File: src/rtl/rwic_pkg.sv
// constants and types for the reset, watchdog and interrupt control block
`default_nettype none
package rwic_pkg;
  localparam logic [15:0] RST_VEC       = 16'hfffe;
  localparam logic [15:0] SWI_VEC       = 16'hfffc;
  localparam logic [15:0] IRQ_VEC_LOW   = 16'hffec;
  localparam logic [15:0] SP_INIT       = 16'h00ff;
  localparam logic [7:0]  CCR_I_MASK    = 8'h08;
  localparam int          CCR_I_BIT     = 3;
  localparam logic [7:0]  CCR_RST       = 8'h08;
  localparam int          NSRC          = 8;
  localparam int          PIN_DRIVE_CYC = 34;
  localparam int          PIN_WAIT_CYC  = 38;
  localparam int          WD_SHORT_CYC  = 262144;
  localparam int          WD_LONG_CYC   = 1048576;
  localparam logic [2:0]  STACK_LAST    = 3'h4;
  localparam logic [2:0]  VEC_LAST      = 3'h1;
  localparam logic [2:0]  FILL_LAST     = 3'h2;
  localparam logic [7:0]  CAUSE_POR     = 8'h80;
  localparam logic [7:0]  CAUSE_PIN     = 8'h40;
  localparam logic [7:0]  CAUSE_WDOG    = 8'h20;
  localparam logic [7:0]  CAUSE_ILOP    = 8'h10;
  localparam logic [7:0]  CAUSE_ILAD    = 8'h08;
  localparam logic [7:0]  CAUSE_LVD     = 8'h02;
  localparam logic [7:0]  CAUSE_RST     = 8'h00;
  localparam logic        OPT_WD_EN_RST = 1'b1;
  localparam logic        OPT_LONG_RST  = 1'b1;

  typedef struct packed {
    logic wdEnable;
    logic wdLongSel;
  } rwic_opt_t;

  typedef struct packed {
    logic [15:0] pc;
    logic [7:0]  x;
    logic [7:0]  a;
    logic [7:0]  condition_code_reg;
  } rwic_regs_t;

  typedef enum logic [2:0] {
    ST_IDLE = 3'h0,
    ST_PUSH = 3'h1,
    ST_VECT = 3'h3,
    ST_FILL = 3'h2,
    ST_POP  = 3'h6
  } rwic_state_t;
endpackage
`default_nettype wire

File: src/rtl/rwic_reset_pin.sv
// reset pin drive and sample sequencer
`default_nettype none
module rwic_reset_pin (
  input  wire logic clk,
  input  wire logic rstB,
  input  wire logic enter,
  input  wire logic pinIn,
  output logic      pinOe,
  output var  logic holding,
  output var  logic sampleStb,
  output var  logic pinHeldLow
);
  localparam logic [6:0] DRIVE = 7'(rwic_pkg::PIN_DRIVE_CYC);
  localparam logic [6:0] LAST  = 7'(rwic_pkg::PIN_DRIVE_CYC + rwic_pkg::PIN_WAIT_CYC);
  logic [6:0] cnt;

  // sequence runs from entry until the pin has been sampled
  always_ff @(posedge clk or negedge rstB) begin
    if (!rstB) begin
      holding <= 1'b1;
      cnt     <= 7'h0;
    end else if (enter) begin
      holding <= 1'b1;
      cnt     <= 7'h0;
    end else if (holding) begin
      holding <= cnt != LAST;
      cnt     <= cnt + 7'h1;
    end
  end

  assign pinOe = holding && cnt < DRIVE;

  // sample the released pin once
  always_ff @(posedge clk or negedge rstB) begin
    if (!rstB) begin
      sampleStb  <= 1'b0;
      pinHeldLow <= 1'b0;
    end else begin
      sampleStb  <= holding && cnt == LAST;
      pinHeldLow <= holding && cnt == LAST && !pinIn;
    end
  end
endmodule
`default_nettype wire

File: src/rtl/rwic_top.sv
// reset, watchdog and interrupt entry/return control
`default_nettype none
module rwic_top #(
  parameter int WD_SHORT_CYC = rwic_pkg::WD_SHORT_CYC,
  parameter int WD_LONG_CYC  = rwic_pkg::WD_LONG_CYC
) (
  input  wire logic                       core_clk,
  input  wire logic                       rst_b,
  input  wire logic                       lvdReset,
  input  wire logic                       illegalOpReset,
  input  wire logic                       illegalAddrReset,
  input  wire logic                       debugReset,
  input  wire logic                       resetPinIn,
  output logic                            resetPinOut,
  output logic                            resetPinOe,
  output logic                            sysReset,
  output var  logic [7:0]                 resetCause,
  input  wire logic                       causeWrite,
  input  wire logic                       optWrite,
  input  wire rwic_pkg::rwic_opt_t        optWdata,
  output var  rwic_pkg::rwic_opt_t        optState,
  output var  logic                       optLocked,
  input  wire logic                       backgroundActive,
  input  wire logic [rwic_pkg::NSRC-1:0]  irqEvent,
  input  wire logic [rwic_pkg::NSRC-1:0]  irqClear,
  input  wire logic [rwic_pkg::NSRC-1:0]  irqEnable,
  output var  logic [rwic_pkg::NSRC-1:0]  irqFlag,
  input  wire logic                       instrBoundary,
  input  wire logic                       swiExec,
  input  wire logic                       rtiExec,
  input  wire rwic_pkg::rwic_regs_t       coreRegs,
  input  wire logic [15:0]                coreSp,
  output logic                            coreHold,
  output var  logic                       regLoad,
  output var  rwic_pkg::rwic_regs_t       loadRegs,
  output var  logic [15:0]                loadSp,
  output var  logic                       loadAx,
  output logic [15:0]                     memAddr,
  output logic [7:0]                      memWdata,
  output logic                            memWr,
  output logic                            memRd,
  input  wire logic [7:0]                 memRdata,
  output var  logic [7:0]                 fillByte,
  output var  logic                       fillValid
);
  logic                      rstMeta;
  logic                      rstSyncB;
  logic                      holding;
  logic                      sampleStb;
  logic                      pinHeldLow;
  logic                      wdTimeout;
  logic                      wdRun;
  logic                      pinExt;
  logic                      enterReset;
  logic [7:0]                causeHold;
  logic [rwic_pkg::NSRC-1:0] pending;
  logic                      irqTake;
  logic                      startEntry;
  rwic_pkg::rwic_state_t     state;
  logic [2:0]                step;
  logic                      ph;
  logic                      fromReset;
  logic                      isRti;
  logic [15:0]               sp;
  logic [15:0]               pcAcc;
  logic [15:0]               vecAddr;
  rwic_pkg::rwic_regs_t      frame;

  // index of the highest priority pending source, higher index wins
  function automatic logic [2:0] topSource(input logic [rwic_pkg::NSRC-1:0] p);
    logic [2:0] r;
    r = 3'h0;
    for (int i = 0; i < rwic_pkg::NSRC; i++) begin
      if (p[i]) begin
        r = 3'(i);
      end
    end
    return r;
  endfunction

  // vector address of a source
  function automatic logic [15:0] srcVector(input logic [rwic_pkg::NSRC-1:0] p);
    return rwic_pkg::IRQ_VEC_LOW + {12'h0, topSource(p), 1'b0};
  endfunction

  // reset release through two flops
  always_ff @(posedge core_clk or negedge rst_b) begin
    if (!rst_b) begin
      rstMeta  <= 1'b0;
      rstSyncB <= 1'b0;
    end else begin
      rstMeta  <= 1'b1;
      rstSyncB <= rstMeta;
    end
  end

  // reset pin: driven low only, released to the pullup
  assign resetPinOut = 1'b0;
  assign sysReset    = holding;

  rwic_reset_pin uPin (
    .clk        (core_clk),
    .rstB       (rstSyncB),
    .enter      (enterReset),
    .pinIn      (resetPinIn),
    .pinOe      (resetPinOe),
    .holding    (holding),
    .sampleStb  (sampleStb),
    .pinHeldLow (pinHeldLow)
  );

  // any source outside the sequence starts a new reset
  assign pinExt     = !resetPinIn && !holding;
  assign enterReset = !holding && (lvdReset || illegalOpReset || illegalAddrReset
                      || debugReset || wdTimeout || pinExt);

  // causes seen at entry; the debug request has no bit
  always_ff @(posedge core_clk or negedge rstSyncB) begin
    if (!rstSyncB) begin
      causeHold <= rwic_pkg::CAUSE_POR;
    end else if (enterReset) begin
      causeHold <= (lvdReset ? rwic_pkg::CAUSE_LVD : 8'h00)
                 | (illegalOpReset ? rwic_pkg::CAUSE_ILOP : 8'h00)
                 | (illegalAddrReset ? rwic_pkg::CAUSE_ILAD : 8'h00)
                 | (wdTimeout ? rwic_pkg::CAUSE_WDOG : 8'h00)
                 | (pinExt ? rwic_pkg::CAUSE_PIN : 8'h00);
    end
  end

  // cause register updates when the pin sample completes
  always_ff @(posedge core_clk or negedge rstSyncB) begin
    if (!rstSyncB) begin
      resetCause <= rwic_pkg::CAUSE_RST;
    end else if (sampleStb) begin
      resetCause <= causeHold | (pinHeldLow ? rwic_pkg::CAUSE_PIN : 8'h00);
    end
  end

  // write-once options, defaults restored by every reset
  always_ff @(posedge core_clk or negedge rstSyncB) begin
    if (!rstSyncB) begin
      optState  <= '{wdEnable: rwic_pkg::OPT_WD_EN_RST, wdLongSel: rwic_pkg::OPT_LONG_RST};
      optLocked <= 1'b0;
    end else if (holding) begin
      optState  <= '{wdEnable: rwic_pkg::OPT_WD_EN_RST, wdLongSel: rwic_pkg::OPT_LONG_RST};
      optLocked <= 1'b0;
    end else if (optWrite && !optLocked) begin
      optState  <= optWdata;
      optLocked <= 1'b1;
    end
  end

  // watchdog runs only when enabled, out of reset and out of debug
  assign wdRun = optState.wdEnable && !backgroundActive && !holding;

  rwic_watchdog #(
    .SHORT_CYC (WD_SHORT_CYC),
    .LONG_CYC  (WD_LONG_CYC)
  ) uWdog (
    .clk     (core_clk),
    .rstB    (rstSyncB),
    .run     (wdRun),
    .service (causeWrite),
    .longSel (optState.wdLongSel),
    .timeout (wdTimeout)
  );

  // sticky interrupt flags; an event beats a clear in the same cycle
  for (genvar i = 0; i < rwic_pkg::NSRC; i++) begin : gFlag
    always_ff @(posedge core_clk or negedge rstSyncB) begin
      if (!rstSyncB) begin
        irqFlag[i] <= 1'b0;
      end else if (holding) begin
        irqFlag[i] <= 1'b0;
      end else if (irqEvent[i]) begin
        irqFlag[i] <= 1'b1;
      end else if (irqClear[i]) begin
        irqFlag[i] <= 1'b0;
      end
    end
  end

  // qualification by local enable and global mask
  assign pending    = irqFlag & irqEnable;
  assign irqTake    = |pending && !coreRegs.condition_code_reg[rwic_pkg::CCR_I_BIT];
  assign startEntry = swiExec || (instrBoundary && irqTake);

  // sequencer state and byte step
  always_ff @(posedge core_clk or negedge rstSyncB) begin
    if (!rstSyncB) begin
      state     <= rwic_pkg::ST_IDLE;
      step      <= 3'h0;
      ph        <= 1'b0;
      fromReset <= 1'b0;
      isRti     <= 1'b0;
    end else if (holding) begin
      state <= rwic_pkg::ST_IDLE;
      step  <= 3'h0;
      ph    <= 1'b0;
    end else begin
      case (state)
        rwic_pkg::ST_IDLE: begin
          step <= 3'h0;
          ph   <= 1'b0;
          if (sampleStb) begin
            state     <= rwic_pkg::ST_VECT;
            fromReset <= 1'b1;
            isRti     <= 1'b0;
          end else if (rtiExec) begin
            state     <= rwic_pkg::ST_POP;
            fromReset <= 1'b0;
            isRti     <= 1'b1;
          end else if (startEntry) begin
            state     <= rwic_pkg::ST_PUSH;
            fromReset <= 1'b0;
            isRti     <= 1'b0;
          end
        end
        rwic_pkg::ST_PUSH: begin
          if (step == rwic_pkg::STACK_LAST) begin
            state <= rwic_pkg::ST_VECT;
            step  <= 3'h0;
          end else begin
            step <= step + 3'h1;
          end
        end
        rwic_pkg::ST_VECT: begin
          ph <= !ph;
          if (ph && step == rwic_pkg::VEC_LAST) begin
            state <= rwic_pkg::ST_FILL;
            step  <= 3'h0;
          end else if (ph) begin
            step <= step + 3'h1;
          end
        end
        rwic_pkg::ST_FILL: begin
          ph <= !ph;
          if (ph && step == rwic_pkg::FILL_LAST) begin
            state <= rwic_pkg::ST_IDLE;
            step  <= 3'h0;
          end else if (ph) begin
            step <= step + 3'h1;
          end
        end
        rwic_pkg::ST_POP: begin
          ph <= !ph;
          if (ph && step == rwic_pkg::STACK_LAST) begin
            state <= rwic_pkg::ST_FILL;
            step  <= 3'h0;
          end else if (ph) begin
            step <= step + 3'h1;
          end
        end
        default: begin
          state <= rwic_pkg::ST_IDLE;
        end
      endcase
    end
  end

  // stack pointer, captured frame, vector and fetch address
  always_ff @(posedge core_clk or negedge rstSyncB) begin
    if (!rstSyncB) begin
      sp      <= rwic_pkg::SP_INIT;
      pcAcc   <= 16'h0;
      vecAddr <= rwic_pkg::RST_VEC;
      frame   <= '{pc: 16'h0, x: 8'h0, a: 8'h0, condition_code_reg: rwic_pkg::CCR_RST};
    end else if (state == rwic_pkg::ST_IDLE && !holding) begin
      if (sampleStb) begin
        sp        <= rwic_pkg::SP_INIT;
        vecAddr   <= rwic_pkg::RST_VEC;
        frame.condition_code_reg <= rwic_pkg::CCR_RST;
      end else if (rtiExec) begin
        sp <= coreSp;
      end else if (startEntry) begin
        sp      <= coreSp;
        frame   <= coreRegs;
        vecAddr <= swiExec ? rwic_pkg::SWI_VEC : srcVector(pending);
      end
    end else if (state == rwic_pkg::ST_PUSH) begin
      sp <= sp - 16'h1;
    end else if (state == rwic_pkg::ST_VECT && ph) begin
      if (step == 3'h0) begin
        pcAcc[15:8] <= memRdata;
      end else begin
        pcAcc[7:0] <= memRdata;
      end
    end else if (state == rwic_pkg::ST_POP && ph) begin
      sp <= sp + 16'h1;
      case (step)
        3'h0: frame.condition_code_reg <= memRdata;
        3'h1: frame.a <= memRdata;
        3'h2: frame.x <= memRdata;
        3'h3: frame.pc[15:8] <= memRdata;
        default: pcAcc <= {frame.pc[15:8], memRdata};
      endcase
    end
  end

  // bus requests; one write per cycle, reads take issue and capture
  always_comb begin
    memWr    = state == rwic_pkg::ST_PUSH;
    memRd    = !ph && (state == rwic_pkg::ST_VECT || state == rwic_pkg::ST_FILL
               || state == rwic_pkg::ST_POP);
    memAddr  = 16'h0;
    memWdata = 8'h0;
    case (state)
      rwic_pkg::ST_PUSH: memAddr = sp;
      rwic_pkg::ST_VECT: memAddr = vecAddr + {13'h0, step};
      rwic_pkg::ST_FILL: memAddr = pcAcc + {13'h0, step};
      rwic_pkg::ST_POP:  memAddr = sp + 16'h1;
      default:           memAddr = 16'h0;
    endcase
    if (state == rwic_pkg::ST_PUSH) begin
      case (step)
        3'h0:    memWdata = frame.pc[7:0];
        3'h1:    memWdata = frame.pc[15:8];
        3'h2:    memWdata = frame.x;
        3'h3:    memWdata = frame.a;
        default: memWdata = frame.condition_code_reg;
      endcase
    end
  end

  // prefetch bytes and final register hand-back to the core
  always_ff @(posedge core_clk or negedge rstSyncB) begin
    if (!rstSyncB) begin
      fillValid <= 1'b0;
      fillByte  <= 8'h0;
      regLoad   <= 1'b0;
      loadRegs  <= '{pc: 16'h0, x: 8'h0, a: 8'h0, condition_code_reg: rwic_pkg::CCR_RST};
      loadSp    <= rwic_pkg::SP_INIT;
      loadAx    <= 1'b0;
    end else begin
      fillValid <= state == rwic_pkg::ST_FILL && ph;
      if (state == rwic_pkg::ST_FILL && ph) begin
        fillByte <= memRdata;
      end
      regLoad <= state == rwic_pkg::ST_FILL && ph && step == rwic_pkg::FILL_LAST;
      if (state == rwic_pkg::ST_FILL && ph && step == rwic_pkg::FILL_LAST) begin
        loadRegs.pc  <= pcAcc;
        loadRegs.x   <= frame.x;
        loadRegs.a   <= frame.a;
        loadRegs.condition_code_reg <= isRti ? frame.condition_code_reg : frame.condition_code_reg | rwic_pkg::CCR_I_MASK;
        loadSp       <= sp;
        loadAx       <= isRti;
      end
    end
  end

  // core stalls during reset and any sequence
  assign coreHold = holding || state != rwic_pkg::ST_IDLE;
endmodule
`default_nettype wire

File: src/rtl/rwic_watchdog.sv
// watchdog counter with selectable timeout
`default_nettype none
module rwic_watchdog #(
  parameter int SHORT_CYC = rwic_pkg::WD_SHORT_CYC,
  parameter int LONG_CYC  = rwic_pkg::WD_LONG_CYC
) (
  input  wire logic clk,
  input  wire logic rstB,
  input  wire logic run,
  input  wire logic service,
  input  wire logic longSel,
  output var  logic timeout
);
  logic [20:0] count;
  logic [20:0] limit;

  // last count before expiry for the selected period
  assign limit = longSel ? 21'(LONG_CYC - 1) : 21'(SHORT_CYC - 1);

  // count while running, zero on service or when stopped
  always_ff @(posedge clk or negedge rstB) begin
    if (!rstB) begin
      count <= 21'h0;
    end else if (!run || service || count == limit) begin
      count <= 21'h0;
    end else begin
      count <= count + 21'h1;
    end
  end

  // expiry pulse towards the reset logic
  always_ff @(posedge clk or negedge rstB) begin
    if (!rstB) begin
      timeout <= 1'b0;
    end else begin
      timeout <= run && !service && count == limit;
    end
  end
endmodule
`default_nettype wire

File: config.mk
export PLATFORM = sky130hd
export DESIGN_NAME = rwic_top
export DESIGN_NICKNAME = d
export VERILOG_FILES = /design/src/rtl/rwic_pkg.sv /design/src/rtl/rwic_reset_pin.sv /design/src/rtl/rwic_top.sv /design/src/rtl/rwic_watchdog.sv
export SDC_FILE = /design/constraint.sdc
export NUM_CORES = 1
export LEC_CHECK = 0
export ABC_AREA = 1
export BUFFER_PORTS_ARGS = -buffer_cell sky130_fd_sc_hd__buf_2
export CAP_MARGIN = 20
export CORE_ASPECT_RATIO = 1.4
export CORE_UTILIZATION = 37
export DETAILED_ROUTE_END_ITERATION = 8
export PLACE_DENSITY_LB_ADDON = 0.08
export SETUP_SLACK_MARGIN = 0.05
export SYNTH_ARGS = -nofsm -noshare
export SYNTH_HDL_FRONTEND = slang
export SYNTH_HIERARCHICAL = 1
export SYNTH_SLANG_ARGS = --single-unit
File: constraint.sdc
create_clock -name core_clk -period 7.6 [get_ports core_clk]
set_clock_uncertainty 0.15 [all_clocks]
set_input_delay 1.14 -clock core_clk [delete_from_list [all_inputs] [get_ports core_clk]]
set_output_delay 1.14 -clock core_clk [all_outputs]
set_load 0.05 [all_outputs]
==> metrics.md <==
| Metric | Value |
|---|---|
| Number of global-route vias before repair | `10.79k` |
| Max-cap violation count | `0` |
| WS Path Type | `reg2out` |
| Final setup vio count | `0` |
| CTS root buffer | `clkbuf_16` |
| Yosys warns | `6` |
| Register area share after synthesis | `45.72%` |
| # resized after CTS | `0` |
| Port Buffer Count | `215` |
| Drt pass-1 iters | `5` |
| Sequential power share | `47.7%` |
| Count of state elements after synthesis | `208` |
| LEAKAGE | `7.058 nW` |
| CP startpoint | `state[2]` |
| First-pass GRT wire length | `60.32 mm` |
| Placed cell areas | `12800 um^2` |
| Fin worst setup slack | `3.013 ns` |
| Switching Share | `22.68%` |
| Setup Fix Bufs, Post-CTS | `0` |
| Vias post-DR | `10.92k` |
| Clock-pin slew on the worst setup and hold paths | `0.06 ns` |
| Worst Setup Start Kind | `register` |
| Psw | `0.5323 mW` |
| Worst Path Max Fanout | `22` |
| Worst reg2reg startpoint | `step[0]` |
| Power per standard cell area | `172.9 nW/um^2` |
| Drt drc | `0` |
| Leading area contributor after synthesis | `dfrtp_1` |
| Least-Margin Pin Slew | `0.9790 ns` |
| Combinational share of power | `3.1%` |
| Mapped cell area | `11460 um^2` |
| Routed Antenna Nets | `0` |
| CP Capture Type | `output port` |
| Tightest hold margin | `0.2080 ns` |
| Final instance area | `13570 um^2` |
| Slew Viols, Final | `0` |
| Commonest cells post-synth | `nand2_1, dfrtp_1, nor2_1` |
| Inserted Diodes | `0` |
| # rows | `75` |
| Cell with the most instances after synthesis | `nand2_1` |
| Pre-CTS setup slack | `3.569 ns` |
| DR iter-0 viols | `494` |
| Fin cells | `2176` |
| CTS sink cnt | `208` |
| Relative slew slack | `34.49%` |
| Setup TNS | `0 ns` |
| CP Data Arrival Time | `3.30 ns` |
| Drt via density | `5.016` |
| Starting Density | `37.91%` |
| CP Capture Point | `memAddr[11]` |
| Max Fclk | `0.2180 GHz` |
| EDFF count, synth | `0` |
| Status | `complete, no violations` |
| HP Class | `reg2reg` |
| Clock power share | `49.2%` |
| Max clock buf depth | `3` |
| Reg2Reg Setup Slack | `3.91 ns` |
| Drt wl/cell | `17.79 um` |
| Final worst-path cycle share | `60.36%` |
| Largest net degree at the start of global routing | `142` |
| H-tree levels | `1` |
| Final Wtd Congestion | `0.9231` |
| CTS tree | `yes` |
| Main synth FF type | `dfrtp_1` |
| Die width | `150.7 um` |
| Peak supply drop | `0.0001586 V` |
| TritonCTS buffer count | `24` |
| Period minus WS final | `4.587 ns` |
| Yosys top cell area share | `39.76%` |
| Initial antenna violation count | `2` |
| Hold Fails Final Rpt | `0` |
| FF-to-FF path depth | `10` |
| Worst-skew pair later-pin latency | `0.54 ns` |
| Min-delay src | `rstMeta` |
| Avg Inst Size Synth | `7.241 um^2` |
| Total power | `2.346 mW` |
| Die height | `210.2 um` |
| Internal Power | `1.814 mW` |
| Netlist cell types | `45` |
| Post-Syn Instances | `1582` |
| I/O pins | `219` |
| Largest cells by area after synthesis | `dfrtp_1, nand2_1, dfstp_2` |
| Post-synth ARST share | `100.0%` |
| Worst r2r dst | `loadRegs[16]` |
| Floorplan core area | `30220 um^2` |
| Placed insts | `2133` |
| Tot GR Track Use | `24.97%` |
| DP Wirelength | `29.43 mm` |
| Die area | `31680 um^2` |
| GRT Residual Overflow | `0` |
| Layout cells sized above 1 | `19.04%` |
| Area growth syn-to-layout | `18.46%` |
| RSZ-0062 raised after global routing | `false` |
| Detailed-route wire length | `38.72 mm` |
| Finished Core Util | `44.91%` |
| Final #Nets | `1892` |
| Required time of the critical path | `6.31 ns` |
| CTS Hold Bufs | `0` |
sequential cells by signal, summed over array words and instances (netlist names), 2 cells and up:
register,flops
causeHold,6
fillByte,8
frame,40
irqFlag,8
loadRegs,40
loadSp,16
optState,2
pcAcc,16
resetCause,6
sp,16
state,3
step,3
uPin/cnt,7
uWdog/count,21
vecAddr,4
routing by layer:
| layer | vias up | track usage (%) | share of wire, % |
|---|---|---|---|
| met5 | - | 0 | 0.070 |
| li1 | 5434 | - | - |
| met1 | 5120 | 28.59 | 39 |
| met2 | 282 | 45.43 | 52 |
| met3 | 75 | 4.221 | 5.4 |
| met4 | 4 | 10.00 | 3.9 |
critical path, cell delays in order (launching register included):
cell and delay (ns):
dfrtp_1 0.43, inv_2 0.12, nand3_2 0.33, o21ai_0 0.48, ha_1 0.18, nand2_1 0.05
inv_1 0.06, nand2_1 0.05, nand3_1 0.06, nand3_1 0.10, nor2_1 0.30, nand3_1 0.13
nand2_1 0.08, nand3_1 0.07, nand2_1 0.08, buf_2 0.25
placed cells by master (no fill, tap or decap), types with 2 or more instances in the layout:
master       n
clkinv_2     3
dfstp_2     26
nor2_2      14
ha_1        14
clkbuf_16   25
inv_1      149
o21bai_1     4
dfrtp_1    181
nor3_1       7
nor2_1     171
a31oi_1      9
xor2_1      11
a22oi_1      2
nand3b_1     4
o22ai_1      2
nand3_1    105
nand2_1    540
a221oi_1     8
o21ai_1     22
nand3_2      4
xnor2_1      3
buf_4        3
nor2_4       8
buf_2      215
inv_2       18
o31ai_1      2
nand4_1     12
o211ai_1    16
a21oi_1     49
clkbuf_1     9
or2_2        2
clkbuf_8     4
nand2_2     10
conb_1       4
o21ai_0    120
worst min path at each step:
stage               cells past startpoint  endpoint  slack [ns]
floorplan                               0  rstSyncB        0.18
global placement                        0  rstSyncB        0.19
detailed placement                      0  rstSyncB        0.20
CTS                                     0  rstSyncB        0.21
global route                            1  rstSyncB        0.22
finish                                  0  rstSyncB        0.21
layout make-up:
| type | instances | area, um^2 |
|---|---|---|
| Fill cell | 3245 | 16650 |
| Clock buffer | 38 | 714.4 |
| Multi-Input combinational cell | 1154 | 5335 |
| Sequential cell | 208 | 5241 |
| Clock inverter | 5 | 52.55 |
| Inverter | 167 | 626.9 |
| Timing Repair Buffer | 219 | 1119 |
| Tap cell | 385 | 481.7 |
power by group through the flow:
stage          combinational (mW)  sequential (mW)  clock, mW
2_1_floorplan              0.0217             1.15          0
3_3_place_gp               0.0741             1.14          0
3_5_place_dp               0.0749             1.14          0
4_1_cts                    0.0752             1.12       1.19
5_1_grt                    0.0825             1.12       1.23
6_report                   0.0730             1.12       1.15
kinds of logic (layout without fill, tap and decap cells):
group                    Yosys count  after routing  share of synthesized area [%]
buffers and inverters            222            429                          7.776
AO/OA/AOI/OAI                    240            240                          11.65
flip-flops                       208            208                          45.72
AND/OR/NAND/NOR                  881            881                          32.01
other                              2              4                        0.06556
XOR/XNOR                          14             14                          1.070
adder cells (fa/ha/maj)           15             15                          1.704
Power figures use the tool's default switching activity.
